===== src/verilog/sld_pkg.sv =====
// Function
// - Generate panel drive timing and hold the pixel data shown on the glass.
// - Drive up to eight common lines and up to 46 segment lines.
// - Multiplex setting selects one to eight commons; 1/N cycles through N commons.
// - Static bias always; half bias only with two commons; third bias with three or more.
// - With eight commons one segment pin carries the eighth common, leaving 45 segments.
// - Control bit 7 switches the whole display module on or off.
// - With control bit 6 cleared the panel keeps being driven during sleep.
// - Two selectable LCD clock sources, the chosen one followed by a software-set prescaler.
// - Phase register holds prescaler setting and Type-A or Type-B waveform choice.
// - A set segment enable bit makes that pin an LCD output, overriding other functions.
// - Each pixel bit belongs to one segment and common pair and sets clear or dark.
package sld_pkg;

	localparam int SLD_SEGS      = 46;
	localparam int SLD_COMS      = 8;
	localparam int SLD_SEG_REGS  = 6;
	localparam int SLD_DATA_REGS = 48;
	localparam int SLD_ADR_W     = 9;
	localparam int SLD_PRE_W     = 4;

	// Byte addresses of the byte-wide registers, one per 32-bit word
	localparam logic [8:0] SLD_CTRL_OFS   = 9'h000;
	localparam logic [8:0] SLD_PHASE_OFS  = 9'h004;
	localparam logic [8:0] SLD_STAT_OFS   = 9'h008;
	localparam logic [8:0] SLD_SEGEN_OFS  = 9'h010;
	localparam logic [8:0] SLD_SEGEN_END  = 9'h028;
	localparam logic [8:0] SLD_DATA_OFS   = 9'h040;
	localparam logic [8:0] SLD_DATA_END   = 9'h100;

	// Control register fields
	localparam int SLD_EN_BIT     = 7;
	localparam int SLD_SLP_BIT    = 6;
	localparam int SLD_CLKSEL_BIT = 5;
	localparam int SLD_BIAS_LSB   = 3;
	localparam int SLD_MUX_LSB    = 0;
	// Phase register fields
	localparam int SLD_WAVE_BIT   = 7;
	localparam int SLD_PRE_LSB    = 0;
	// Status register fields
	localparam int SLD_ACT_BIT    = 7;
	localparam int SLD_NEG_BIT    = 6;

	localparam logic [7:0] SLD_CTRL_RST  = 8'h00;
	localparam logic [7:0] SLD_PHASE_RST = 8'h00;
	localparam logic [7:0] SLD_REG_RST   = 8'h00;
	localparam logic [2:0] SLD_MUX_MAX   = 3'h7;

	typedef enum logic [1:0] {
		SLD_BIAS_STATIC,
		SLD_BIAS_HALF,
		SLD_BIAS_THIRD
	} sld_bias_e;

	// Bias rail codes, V0 lowest
	localparam logic [1:0] SLD_V0 = 2'h0;
	localparam logic [1:0] SLD_V1 = 2'h1;
	localparam logic [1:0] SLD_V2 = 2'h2;
	localparam logic [1:0] SLD_V3 = 2'h3;

	// Pixel byte holding segment seg on common com
	function automatic logic [5:0] sld_pix_index(input logic [2:0] com, input int seg);
		sld_pix_index = 6'(int'(com) * SLD_SEG_REGS + seg / 8);
	endfunction

endpackage


===== src/verilog/sld_prescaler.sv =====
`timescale 1ns/1ps
`default_nettype none
module sld_prescaler (
	input  wire logic                       clock,     // System clock
	input  wire logic                       reset,     // Async reset, high
	input  wire logic                       src_a,     // LCD clock source 0 pin
	input  wire logic                       src_b,     // LCD clock source 1 pin
	input  wire logic                       src_sel,   // Source select
	input  wire logic [sld_pkg::SLD_PRE_W-1:0] ratio,  // Divide by ratio+1
	input  wire logic                       run,       // Module active
	output logic                            tick       // One-cycle phase step
);
	import sld_pkg::*;

	logic [2:0]           sync_a;
	logic [2:0]           sync_b;
	logic [SLD_PRE_W-1:0] count;
	wire                  edge_a   = sync_a[1] & ~sync_a[2];
	wire                  edge_b   = sync_b[1] & ~sync_b[2];
	wire                  src_edge = src_sel ? edge_b : edge_a;
	wire                  at_end   = (count >= ratio);

	// Pins are asynchronous; stage 0 feeds only stage 1
	always_ff @(posedge clock or posedge reset) begin
		if (reset) begin
			sync_a <= 3'h0;
			sync_b <= 3'h0;
		end else begin
			sync_a <= {sync_a[1:0], src_a};
			sync_b <= {sync_b[1:0], src_b};
		end
	end

	always_ff @(posedge clock or posedge reset) begin
		if (reset) begin
			count <= '0;
			tick  <= 1'b0;
		end else if (!run) begin
			count <= '0;
			tick  <= 1'b0;
		end else begin
			tick <= src_edge & at_end;
			if (src_edge)
				count <= at_end ? '0 : count + 1'b1;
		end
	end

	chk_tick_ratio: assert property (@(posedge clock) disable iff (reset)
		(run && src_edge && !at_end) |=> !tick)
		else $error("prescaler ticked before its count was reached");

endmodule // sld_prescaler
`default_nettype wire


===== src/verilog/sld_drive.sv =====
`timescale 1ns/1ps
`default_nettype none
module sld_drive #(
	parameter int SEGS = 46,
	parameter int COMS = 8
) (
	input  wire logic              clock,      // System clock
	input  wire logic              reset,      // Async reset, high
	input  wire logic              run,        // Module active
	input  wire logic              tick,       // Phase step
	input  wire logic [2:0]        ncom_m1,    // Commons in use minus one
	input  wire logic              wave_b,     // Type-B waveform
	input  wire sld_pkg::sld_bias_e bias,      // Effective bias
	input  wire logic [SEGS-1:0]   row,        // Pixels of current common
	output logic [2:0]             com_idx,    // Current common
	output logic                   neg,        // Negative drive phase
	output logic [COMS*2-1:0]      com_level,  // Rail code per common
	output logic [SEGS*2-1:0]      seg_level   // Rail code per segment
);
	import sld_pkg::*;

	function automatic logic [1:0] com_lvl(input logic sel, input sld_bias_e b, input logic n);
		if (sel || b == SLD_BIAS_STATIC)
			com_lvl = n ? SLD_V0 : ((b == SLD_BIAS_HALF) ? SLD_V2 : SLD_V3);
		else if (b == SLD_BIAS_HALF)
			com_lvl = SLD_V1;
		else
			com_lvl = n ? SLD_V2 : SLD_V1;
	endfunction

	function automatic logic [1:0] seg_lvl(input logic on, input sld_bias_e b, input logic n);
		logic [1:0] top;
		top = (b == SLD_BIAS_HALF) ? SLD_V2 : SLD_V3;
		if (on)
			seg_lvl = n ? top : SLD_V0;  // Opposite rail to the selected common
		else if (b == SLD_BIAS_THIRD)
			seg_lvl = n ? SLD_V1 : SLD_V2;
		else
			seg_lvl = n ? SLD_V0 : top;
	endfunction

	logic [COMS*2-1:0] next_com_level;
	logic [SEGS*2-1:0] next_seg_level;
	wire               last_com = (com_idx >= ncom_m1);
	wire               full_mux = (ncom_m1 == SLD_MUX_MAX);

	for (genvar c = 0; c < COMS; c++) begin : g_com
		assign next_com_level[c*2 +: 2] = (c > int'(ncom_m1)) ? SLD_V0 :
			com_lvl(com_idx == 3'(c), bias, neg);
	end
	for (genvar s = 0; s < SEGS; s++) begin : g_seg
		if (s == SEGS - 1) begin : g_shared
			// This pin turns into the eighth common at full multiplex
			assign next_seg_level[s*2 +: 2] = full_mux ?
				next_com_level[(COMS-1)*2 +: 2] : seg_lvl(row[s], bias, neg);
		end else begin : g_plain
			assign next_seg_level[s*2 +: 2] = seg_lvl(row[s], bias, neg);
		end
	end

	always_ff @(posedge clock or posedge reset) begin
		if (reset) begin
			com_idx <= 3'h0;
			neg     <= 1'b0;
		end else if (!run) begin
			com_idx <= 3'h0;
			neg     <= 1'b0;
		end else if (tick) begin
			if (!wave_b) begin
				neg <= ~neg;
				if (neg)
					com_idx <= last_com ? 3'h0 : com_idx + 3'h1;
			end else begin
				com_idx <= last_com ? 3'h0 : com_idx + 3'h1;
				if (last_com)
					neg <= ~neg;
			end
		end
	end

	always_ff @(posedge clock or posedge reset) begin
		if (reset) begin
			com_level <= '0;
			seg_level <= '0;
		end else begin
			com_level <= run ? next_com_level : '0;
			seg_level <= run ? next_seg_level : '0;
		end
	end

	chk_hold_off: assert property (@(posedge clock) disable iff (reset)
		!run |=> (com_idx == 3'h0 && com_level == '0 && seg_level == '0))
		else $error("outputs or sequence moved while disabled");
	chk_com_wrap: assert property (@(posedge clock) disable iff (reset)
		(run && tick && wave_b && com_idx >= ncom_m1) |=> (com_idx == 3'h0 && neg != $past(neg)))
		else $error("common sequence did not wrap at the last common");
	chk_typea_flip: assert property (@(posedge clock) disable iff (reset)
		(run && tick && !wave_b) |=> (neg != $past(neg)))
		else $error("Type-A phase did not alternate");
	chk_seg_shared: assert property (@(posedge clock) disable iff (reset)
		$past(run && full_mux) |-> (seg_level[(SEGS-1)*2 +: 2] == com_level[(COMS-1)*2 +: 2]))
		else $error("shared pin does not carry the eighth common");
	cov_typeb_frame: cover property (@(posedge clock) disable iff (reset)
		run && wave_b && tick && last_com);
	cov_full_mux: cover property (@(posedge clock) disable iff (reset)
		run && full_mux && com_idx == SLD_MUX_MAX);

endmodule // sld_drive
`default_nettype wire


===== src/verilog/sld_top.sv =====
// Our own choices: the Wishbone register port and the register addresses.
`timescale 1ns/1ps
`default_nettype none
module sld_top (
	input  wire logic                            clock,          // 20 MHz system clock
	input  wire logic                            reset,          // Async reset, high
	input  wire logic                            wb_cyc,         // Wishbone cycle
	input  wire logic                            wb_stb,         // Wishbone strobe
	input  wire logic                            wb_we,          // Wishbone write
	input  wire logic [sld_pkg::SLD_ADR_W-1:0]   wb_adr,         // Byte address
	input  wire logic [3:0]                      wb_sel,         // Byte lanes
	input  wire logic [31:0]                     wb_dat_i,       // Write data
	output logic [31:0]                          wb_dat_o,       // Read data
	output logic                                 wb_ack,         // Acknowledge
	input  wire logic                            sleep,          // Core in sleep
	input  wire logic                            lcd_clk_a,      // LCD clock source 0
	input  wire logic                            lcd_clk_b,      // LCD clock source 1
	output logic [sld_pkg::SLD_COMS*2-1:0]       com_level,      // Common rail codes
	output logic [sld_pkg::SLD_SEGS*2-1:0]       seg_level,      // Segment rail codes
	output logic [sld_pkg::SLD_SEGS-1:0]         pin_lcd_mode    // Pin owned by LCD
);
	import sld_pkg::*;

	// ----------------------------------------------------------------
	// Register storage
	// ----------------------------------------------------------------
	logic [7:0]          display_control_reg;
	logic [7:0]          phase_prescale_reg;
	logic [7:0]          segment_enable_regs [SLD_SEG_REGS];
	logic [7:0]          pixel_data_regs     [SLD_DATA_REGS];
	logic [SLD_SEGS-1:0] seg_en_vec;
	logic [SLD_SEGS-1:0] cur_row;
	logic [2:0]          com_idx;
	logic                neg;
	logic                tick;

	// ----------------------------------------------------------------
	// Control decode
	// ----------------------------------------------------------------
	wire        display_enable_bit = display_control_reg[SLD_EN_BIT];
	wire        sleep_run_control  = display_control_reg[SLD_SLP_BIT];
	wire [2:0]  ncom_m1   = display_control_reg[SLD_MUX_LSB +: 3];
	wire [1:0]  bias_req  = display_control_reg[SLD_BIAS_LSB +: 2];
	wire        clk_sel   = display_control_reg[SLD_CLKSEL_BIT];
	wire        wave_b    = phase_prescale_reg[SLD_WAVE_BIT];
	wire [SLD_PRE_W-1:0] pre_ratio = phase_prescale_reg[SLD_PRE_LSB +: SLD_PRE_W];

	// Sleep only halts the panel when software asked for that
	wire        active = display_enable_bit & ~(sleep & sleep_run_control);

	// Illegal bias choices fall back to static so the glass never sees
	// a ladder that does not match the common count
	wire        half_ok  = (ncom_m1 == 3'h1);
	wire        third_ok = (ncom_m1 >= 3'h2);
	sld_bias_e  eff_bias;
	assign eff_bias = (bias_req == 2'(SLD_BIAS_HALF)  && half_ok)  ? SLD_BIAS_HALF :
	                  (bias_req == 2'(SLD_BIAS_THIRD) && third_ok) ? SLD_BIAS_THIRD :
	                  SLD_BIAS_STATIC;

	// ----------------------------------------------------------------
	// Bus decode
	// ----------------------------------------------------------------
	wire        req       = wb_cyc & wb_stb & ~wb_ack;
	wire        wr        = req & wb_we & wb_sel[0];
	wire        aligned   = (wb_adr[1:0] == 2'h0);
	wire        hit_ctrl  = aligned && (wb_adr == SLD_CTRL_OFS);
	wire        hit_phase = aligned && (wb_adr == SLD_PHASE_OFS);
	wire        hit_stat  = aligned && (wb_adr == SLD_STAT_OFS);
	wire        hit_segen = aligned && (wb_adr >= SLD_SEGEN_OFS) && (wb_adr < SLD_SEGEN_END);
	wire        hit_data  = aligned && (wb_adr >= SLD_DATA_OFS) && (wb_adr < SLD_DATA_END);
	wire [8:0]  segen_off = wb_adr - SLD_SEGEN_OFS;
	wire [8:0]  data_off  = wb_adr - SLD_DATA_OFS;
	wire [2:0]  segen_idx = segen_off[4:2];
	wire [5:0]  data_idx  = data_off[7:2];
	wire [7:0]  stat_val  = {active, neg, 1'b0, 2'(eff_bias), com_idx};
	wire [7:0]  rd_byte   = hit_ctrl  ? display_control_reg :
	                        hit_phase ? phase_prescale_reg :
	                        hit_stat  ? stat_val :
	                        hit_segen ? segment_enable_regs[segen_idx] :
	                        hit_data  ? pixel_data_regs[data_idx] :
	                        8'h00;

	// ----------------------------------------------------------------
	// Pixel and segment enable flattening
	// ----------------------------------------------------------------
	for (genvar s = 0; s < SLD_SEGS; s++) begin : g_flat
		assign seg_en_vec[s] = segment_enable_regs[s / 8][s % 8];
		assign cur_row[s]    = pixel_data_regs[sld_pix_index(com_idx, s)][s % 8];
	end

	// ----------------------------------------------------------------
	// Wishbone slave
	// ----------------------------------------------------------------
	// Every access, mapped or not, is answered one cycle after it is seen;
	// unmapped reads return zero and unmapped writes are dropped
	always_ff @(posedge clock or posedge reset) begin
		if (reset) begin
			wb_ack   <= 1'b0;
			wb_dat_o <= 32'h0000_0000;
		end else begin
			wb_ack   <= req;
			wb_dat_o <= req ? {24'h00_0000, rd_byte} : 32'h0000_0000;
		end
	end

	always_ff @(posedge clock or posedge reset) begin
		if (reset) begin
			display_control_reg <= SLD_CTRL_RST;
			phase_prescale_reg  <= SLD_PHASE_RST;
		end else begin
			if (wr && hit_ctrl)
				display_control_reg <= wb_dat_i[7:0];
			if (wr && hit_phase)
				phase_prescale_reg <= wb_dat_i[7:0];
		end
	end

	always_ff @(posedge clock or posedge reset) begin
		if (reset) begin
			for (int i = 0; i < SLD_SEG_REGS; i++)
				segment_enable_regs[i] <= SLD_REG_RST;
		end else if (wr && hit_segen) begin
			segment_enable_regs[segen_idx] <= wb_dat_i[7:0];
		end
	end

	// Pixel store: byte index = common * 6 + segment / 8
	always_ff @(posedge clock or posedge reset) begin
		if (reset) begin
			for (int i = 0; i < SLD_DATA_REGS; i++)
				pixel_data_regs[i] <= SLD_REG_RST;
		end else if (wr && hit_data) begin
			pixel_data_regs[data_idx] <= wb_dat_i[7:0];
		end
	end

	// Pin ownership follows the enable bits regardless of run state,
	// so the pin function does not jump when the display toggles
	always_ff @(posedge clock or posedge reset) begin
		if (reset)
			pin_lcd_mode <= '0;
		else
			pin_lcd_mode <= seg_en_vec;
	end

	// ----------------------------------------------------------------
	// Clocking and waveform engine
	// ----------------------------------------------------------------
	sld_prescaler u_pre (
		.clock   (clock),
		.reset   (reset),
		.src_a   (lcd_clk_a),
		.src_b   (lcd_clk_b),
		.src_sel (clk_sel),
		.ratio   (pre_ratio),
		.run     (active),
		.tick    (tick)
	);

	sld_drive #(
		.SEGS (SLD_SEGS),
		.COMS (SLD_COMS)
	) u_drive (
		.clock     (clock),
		.reset     (reset),
		.run       (active),
		.tick      (tick),
		.ncom_m1   (ncom_m1),
		.wave_b    (wave_b),
		.bias      (eff_bias),
		.row       (cur_row),
		.com_idx   (com_idx),
		.neg       (neg),
		.com_level (com_level),
		.seg_level (seg_level)
	);

	// ----------------------------------------------------------------
	// Checks
	// ----------------------------------------------------------------
	chk_ack_pulse: assert property (@(posedge clock) disable iff (reset)
		wb_ack |=> !wb_ack)
		else $error("acknowledge held longer than one cycle");
	chk_ack_timely: assert property (@(posedge clock) disable iff (reset)
		(wb_cyc && wb_stb && !wb_ack) |=> wb_ack)
		else $error("request not answered in one cycle");
	chk_ctrl_write: assert property (@(posedge clock) disable iff (reset)
		(wr && hit_ctrl) |=> (display_control_reg == $past(wb_dat_i[7:0])))
		else $error("control write not stored");
	chk_sleep_run: assert property (@(posedge clock) disable iff (reset)
		(display_enable_bit && !sleep_run_control) |-> active)
		else $error("panel stopped though sleep running was chosen");
	chk_sleep_halt: assert property (@(posedge clock) disable iff (reset)
		(sleep && sleep_run_control) |=> (com_level == '0 && seg_level == '0))
		else $error("panel driven during sleep halt");
	chk_bias_legal: assert property (@(posedge clock) disable iff (reset)
		(eff_bias == SLD_BIAS_HALF |-> ncom_m1 == 3'h1) and
		(eff_bias == SLD_BIAS_THIRD |-> ncom_m1 >= 3'h2))
		else $error("bias used with a common count it does not allow");
	chk_pin_owner: assert property (@(posedge clock) disable iff (reset)
		##1 (pin_lcd_mode == $past(seg_en_vec)))
		else $error("pin ownership does not follow segment enables");
	chk_pixel_store: assert property (@(posedge clock) disable iff (reset)
		(wr && hit_data) |=> (pixel_data_regs[$past(data_idx)] == $past(wb_dat_i[7:0])))
		else $error("pixel byte not stored");
	chk_off_quiet: assert property (@(posedge clock) disable iff (reset)
		!display_enable_bit [*2] |-> (com_level == '0 && seg_level == '0))
		else $error("outputs active while module disabled");

	cov_sleep_hold: cover property (@(posedge clock) disable iff (reset)
		display_enable_bit && sleep && sleep_run_control);
	cov_third_bias: cover property (@(posedge clock) disable iff (reset)
		active && eff_bias == SLD_BIAS_THIRD && tick);

endmodule // sld_top
`default_nettype wire


===== config.mk =====
export PLATFORM = sky130hd
export DESIGN_NAME = sld_top
export DESIGN_NICKNAME = d
export VERILOG_FILES = /design/src/verilog/sld_pkg.sv /design/src/verilog/sld_prescaler.sv /design/src/verilog/sld_drive.sv /design/src/verilog/sld_top.sv
export SDC_FILE = /design/constraint.sdc
export NUM_CORES = 2
export LEC_CHECK = 0
export BUFFER_PORTS_ARGS = -buffer_cell sky130_fd_sc_hd__buf_2
export CORE_MARGIN = 2
export CORE_UTILIZATION = 30
export CTS_CLUSTER_DIAMETER = 40
export DETAILED_ROUTE_END_ITERATION = 8
export GPL_ROUTABILITY_DRIVEN = 1
export PLACE_DENSITY = 0.57
export SYNTH_ARGS = -nofsm -noshare
export SYNTH_HDL_FRONTEND = slang
export SYNTH_SLANG_ARGS = --single-unit
export TNS_END_PERCENT = 5

===== constraint.sdc =====
create_clock -name clock -period 37 [get_ports clock]
set_clock_uncertainty 0.2 [all_clocks]
set_input_delay 1.85 -clock clock [delete_from_list [all_inputs] [get_ports clock]]
set_output_delay 1.85 -clock clock [all_outputs]
set_load 0.02 [all_outputs]

* Yosys cells after proc, flatten, opt, wreduce, memory -nomap -nowiden *
Index checks and enable logic that the tools add are counted.

word-level totals
  register bits after elaboration = 626
  logic and storage cells = 294

cells by class
  eq/ne operators = 19
  $add $sub $neg = 9
  bitwise gates (word level) = 22
  multiplexer cells = 123
  $lt $le $gt $ge = 24
  $mul = 1
  reduce and logical (&&, ||, !) cells = 29

operators by type and width
  cell                                                 count
  bitwise mux 384 bit                                  1
  binary-select mux 8 bit (select 6 bit)               7
  2-to-1 mux 8 bit                                     22
  2-to-1 mux 2 bit                                     70
  2-to-1 mux 92 bit                                    1
  >= comparator 7 bit, second input constant           7
  NOT 6 -> 7 bit                                       7
  bitwise mux 48 bit                                   1
  demux 8 bit (select 6 bit)                           1
  binary-select mux 8 bit (select 3 bit)               1
  demux 8 bit (select 3 bit)                           1
  adder 6 x 3 -> 6 bit, second input constant          3
  2-to-1 mux 16 bit                                    1
  equality test 3 bit, second input constant           5
  logical AND 1 bit                                    15
  2-to-1 mux 3 bit                                     5
  greater-than comparator 3 bit, first input constant  4
  2-to-1 mux 4 bit                                     3
  2-to-1 mux 6 bit                                     2
  bitwise AND 1 bit                                    9
  equality test 9 x 3 -> 1 bit, second input constant  1
  equality test 9 x 4 -> 1 bit, second input constant  1
  >= comparator 9 x 5 -> 1 bit, second input constant  1
  >= comparator 9 x 7 -> 1 bit, second input constant  1
  31 further kinds                                     57

* Logic depth before layout (Yosys ltp) *
  depth after elaboration = 11
  depth in mapped cells = 18

* Modules after synthesis *
From an unflattened synthesis, not the netlist that was laid out.

unflattened totals
  cells, all modules = 2,721
  area total of the unflattened synthesis = 37,224.5 sq um

by module, submodules not included
  module         seq. area each (sq um)  times used  area each (sq um)  cells each
  sld_top        12,587.1                1           31,766.7           2,245
  sld_drive      2,802.7                 1           4,939.7            433
  sld_prescaler  275.3                   1           518.0              43

* Worst setup path after synthesis *
Ideal clock, no wire load.

  kind = input port to flip-flop
  from = input wb_adr[6] (netlist name)
  to = register display_control_reg[0]
  cell stages on the path = 8
  path slack = 32.543 ns
  arrival time = 4.132 ns
  path buffers = 2
  cells stage by stage = clkbuf_1 > inv_1 > ha_1 > or3b_2 > or2_2 > clkbuf_1 > nor4_2 > mux2_2

on the way
  longest elaborated chain between the ends = 3

ends and longest elaborated chain
  item                    RTL line        source
  start: declaration      sld_top.sv:10   input wire logic [sld_pkg::SLD_ADR_W-1:0] wb_adr,
  logical NOT 9 bit       sld_top.sv:66   wire hit_ctrl = aligned && (wb_adr == SLD_CTRL_OFS);
  logical AND 1 bit       sld_top.sv:66
  logical AND 1 bit       sld_top.sv:111  if (wr && hit_ctrl)
  end signal: assignment  sld_top.sv:112  display_control_reg <= wb_dat_i[7:0];
  end: declaration        sld_top.sv:27   logic [7:0] display_control_reg;

No other way between the ends.
A chain may end at the register's enable or synchronous reset.

* Worst setup path after layout *
  from = register u_drive.com_idx[0]
  to = register u_drive.seg_level[72]

on the way
  longest elaborated chain between the ends = 8

ends and longest elaborated chain
  item                                    RTL line         source
  start: declaration                      sld_drive.sv:15  output logic [2:0] com_idx,
  start signal: assignment                sld_drive.sv:72  com_idx <= last_com ? 3'h0 : com_idx + 3'h1;
  start signal: assignment                sld_drive.sv:74  com_idx <= last_com ? 3'h0 : com_idx + 3'h1;
  multiplier 3 x 2 -> 5 bit               sld_pkg.sv:63    sld_pix_index = 6'(int'(com) * SLD_SEG_REGS + seg / 8);
  adder 6 x 4 -> 6 bit                    sld_pkg.sv:63
  NOT 6 -> 7 bit (implied by the code)    sld_top.sv:88    assign cur_row[s] = pixel_data_regs[sld_pix_index(com_idx, s)][s % 8];
  binary-select mux 8 bit (select 6 bit)  sld_top.sv:88
  2-to-1 mux 8 bit (2 in series)          --
  2-to-1 mux 2 bit                        sld_drive.sv:34  if (on)
  2-to-1 mux 92 bit                       sld_drive.sv:87  seg_level <= run ? next_seg_level : '0;
  end signal: assignment                  sld_drive.sv:87
  end: declaration                        sld_drive.sv:18  output logic [SEGS*2-1:0] seg_level

No other way between the ends. The select of a mux whose other input is x is not followed.

==> results.sh <==
export IMPL_initial_core_util=0.302
export IMPL_hold_violations=0
export IMPL_synth_enable_flop_cells=0
export IMPL_largest_register_ffs=384
export IMPL_cp_slowest_stage_delay_ns=1.03
export IMPL_grt_overflow=0
export IMPL_path_class="reg2reg"
export IMPL_clkTransAtPathRegs_ns=0.06
export IMPL_gp_congestion=0.890
export IMPL_ys_warn_count=0
export IMPL_syn_cell_area_sq_um=36200
export IMPL_cp_end_kind="flip-flop"
export IMPL_grt_max_degree=172
export IMPL_min_period_ns=6.42
export IMPL_post_cts_buffers=0
export IMPL_grt_pass1_vias=23600
export IMPL_n_antenna_cell=0
export IMPL_core_area_sq_um=120000
export IMPL_ant_nets=0
export IMPL_firstDrtPassIters=5
export IMPL_ys_seq_area_frac=0.433
export IMPL_drc=0
export IMPL_critPathLaunchType="flip-flop"
export IMPL_critical_path_most_common_cell="mux4_2"
export IMPL_synth_cell_types=66
export IMPL_async_flop_share=1.00
export IMPL_fin_crit_sh=0.173
export IMPL_grt_use_total=0.190
export IMPL_dp_cells=4129
export IMPL_critPathSlowestCell="ha_4"
export IMPL_ir_worst_vdd_mv=0.0298
export IMPL_synth_area_per_cell_sq_um=14.5
export IMPL_wl_per_cell_microns=27.2
export IMPL_num_rows=127
export IMPL_maxCapViolCount=0
export IMPL_nets=2690
export IMPL_reg_top3="pixel_data_regs x384, u_drive.seg_level x92"
export IMPL_fillers=11600
export IMPL_p_leak_nw=18.7
export IMPL_dieArea_sq_um=123000
export IMPL_ys_flop_type="dfrtp_1"
export IMPL_ys_ff_latch=626
export IMPL_min_path_type="reg2reg"
export IMPL_post_cts_resized=0
export IMPL_cts_inserted_buffers=95
export IMPL_stdcell_count=4303
export IMPL_drt_iter0_drc=2610
export IMPL_wl_microns=117000
export IMPL_crit_required_ns=37.31
export IMPL_area_growth_pct=16.1
export IMPL_num_vias=24100
export IMPL_grt_pass1_wl_microns=172000
export IMPL_die_x_microns=351
export IMPL_synth_cells=2492
export IMPL_antenna_found_initial=1
export IMPL_rsz0062_at_grt="false"
export IMPL_arrival_ns=6.72
export IMPL_drive_above_1_share=0.478
export IMPL_clock_path_buffers=3
export IMPL_worst_slew_pin_slew_ns=1.30
export IMPL_hpwl_microns=79600
export IMPL_slew_violations=0
export IMPL_status="completed"
export IMPL_portBuffers=188
export IMPL_hold_buffers=0
export IMPL_top_register="pixel_data_regs"
export IMPL_die_y_microns=351
export IMPL_clockRootBuffer="clkbuf_16"
export IMPL_insertion_delay_ns=0.68
export IMPL_p_per_area_nw_per_um2=40.3
export IMPL_htreeDepth=3
export IMPL_setup_viol=0
export IMPL_io_pins=240
export IMPL_cp_max_fo=112
export IMPL_cts_num_sinks=626
export IMPL_avgViaCountPerCell=5.61
export IMPL_timing_fmax_ghz=0.156
export IMPL_finalSetupTns_ns=0
export IMPL_maxSlewHeadroom=0.125
export IMPL_cts_tree="done"
export IMPL_path_cells="inv_1 -> ha_4 -> buf_12 -> buf_4 -> mux4_2 -> mux4_2 -> nand2_1 -> o21ai_0 -> mux2i_1"
worst max-delay path, delay by kind of cell, from the launching register on:
family                     cells  cell delay [ns]
and+or+nand+nor                1             0.13
DFF                            1             1.01
muxes                          3             1.38
AOI/OAI and AO/OA              1             0.29
adders and majority gates      1             1.03
buffers and inverters          3             2.01
cell families (layout without fill, tap and decap cells):
logic type                 count (synthesis)  in the layout  share of synthesized area
muxes                                   1091           1091                      0.451
DFF                                      626            626                      0.433
and+or+nand+nor                          271            271                     0.0365
buffers and inverters                    260            436                     0.0324
AOI/OAI and AO/OA                        205            205                     0.0352
adders and majority gates                 23             23                    0.00816
xor gates and xnor gates                  15             15                    0.00384
other                                      1             24                   0.000104
final cells by class:
cell class                      count  area, sq um  area share
Clock buffer                      107         2460      0.0586
Sequential cell                   626        15700       0.373
Multi-Input combinational cell   1629        19500       0.464
Clock inverter                     67          868      0.0207
Tap cell                         1612         2020      0.0480
Inverter                           22         90.1     0.00215
Timing Repair Buffer              240         1390      0.0332
path summary, 6_finish.rpt:
kind	from	to	slack (ns)	depth (start not counted)
worst max-delay path	u_drive.com_idx[0]$_DFFE_PP0P_	u_drive.seg_level[72]$_DFF_PP0_	30.58	9
max in group asynchronous	reset	u_drive.seg_level[64]$_DFF_PP0_	32.64	5
worst max register to register	u_drive.com_idx[0]$_DFFE_PP0P_	u_drive.seg_level[72]$_DFF_PP0_	30.58	9
min in group asynchronous	reset	u_pre.count[2]$_DFFE_PP0P_	1.02	2
worst min-delay path	u_pre.sync_b[0]$_DFF_PP0_	u_pre.sync_b[1]$_DFF_PP0_	0.16	0
worst min register to register	u_pre.sync_b[0]$_DFF_PP0_	u_pre.sync_b[1]$_DFF_PP0_	0.16	0
synth_stat cells (all sizes together) (3+ instances only):
cell	n	share of area
nand3	13	0.0018
a211oi	9	0.0019
a2111oi	8	0.0019
a21oi	44	0.0061
a31oi	11	0.0019
nor2b	10	0.0017
ha	22	0.0076
mux4	384	0.24
and3	3	0.00052
or3	5	0.00086
nand2b	5	0.00086
nor3	14	0.0024
inv	21	0.0022
nor4	6	0.0019
o211ai	3	0.00062
a22oi	9	0.0019
mux2i	244	0.068
clkbuf	126	0.013
o32ai	4	0.00097
o21ai	64	0.0089
o21a	3	0.00062
nand2	124	0.014
nor2	61	0.0065
buf	112	0.017
o2bb2ai	3	0.00073
or3b	4	0.00097
nor3b	3	0.00062
and2	12	0.0021
o31ai	6	0.0012
xor2	3	0.00093
a311oi	4	0.00097
a21o	7	0.0015
dfrtp	626	0.43
mux2	463	0.14
o22ai	16	0.0028
xnor2	12	0.0029
layout by cell type (no fill, tap or decap), drive strengths merged, types with 12 or more instances in the layout:
| cell type | count |
|---|---|
| a21oi | 44 |
| and2 | 12 |
| buf | 240 |
| bufinv | 13 |
| clkbuf | 107 |
| clkinv | 20 |
| clkinvlp | 13 |
| conb | 24 |
| dfrtp | 626 |
| ha | 22 |
| inv | 43 |
| mux2 | 463 |
| mux2i | 244 |
| mux4 | 384 |
| nand2 | 124 |
| nand3 | 13 |
| nor2 | 61 |
| nor3 | 14 |
| o21ai | 64 |
| o22ai | 16 |
| xnor2 | 12 |
per-layer routing:
layer  track usage  vias to the layer above  wire length (microns)
met1         0.254                    12900                  48300
met3        0.0376                      217                   8560
met5             0                        -                      0
li1              -                     9928                      -
met4        0.0822                        0                   5300
met2         0.300                     1112                  54800
per-stage QoR:
step	utilization	cell area [sq um]	total power, mW	setup WS (ns)	hold slack, ns
after CTS	0.350	42000	1.71	30.57	0.161
after floorplan	-	36300	0.746	17.42	0.131
after global placement	0.323	38700	0.766	30.62	0.132
after detailed placement	0.323	38700	0.766	30.60	0.147
after global routing	0.350	42000	1.75	30.25	0.177
final	0.350	42000	1.69	30.58	0.156
power breakdown:
part / total, mW / leakage [nW] / internal [mW] / switching [mW]
sequential: 0.690 / 8.72 / 0.688 / 0.00205
clock: 0.940 / 1.60 / 0.580 / 0.359
combinational: 0.0642 / 8.40 / 0.0153 / 0.0489
(Power assumes the default switching activity.)
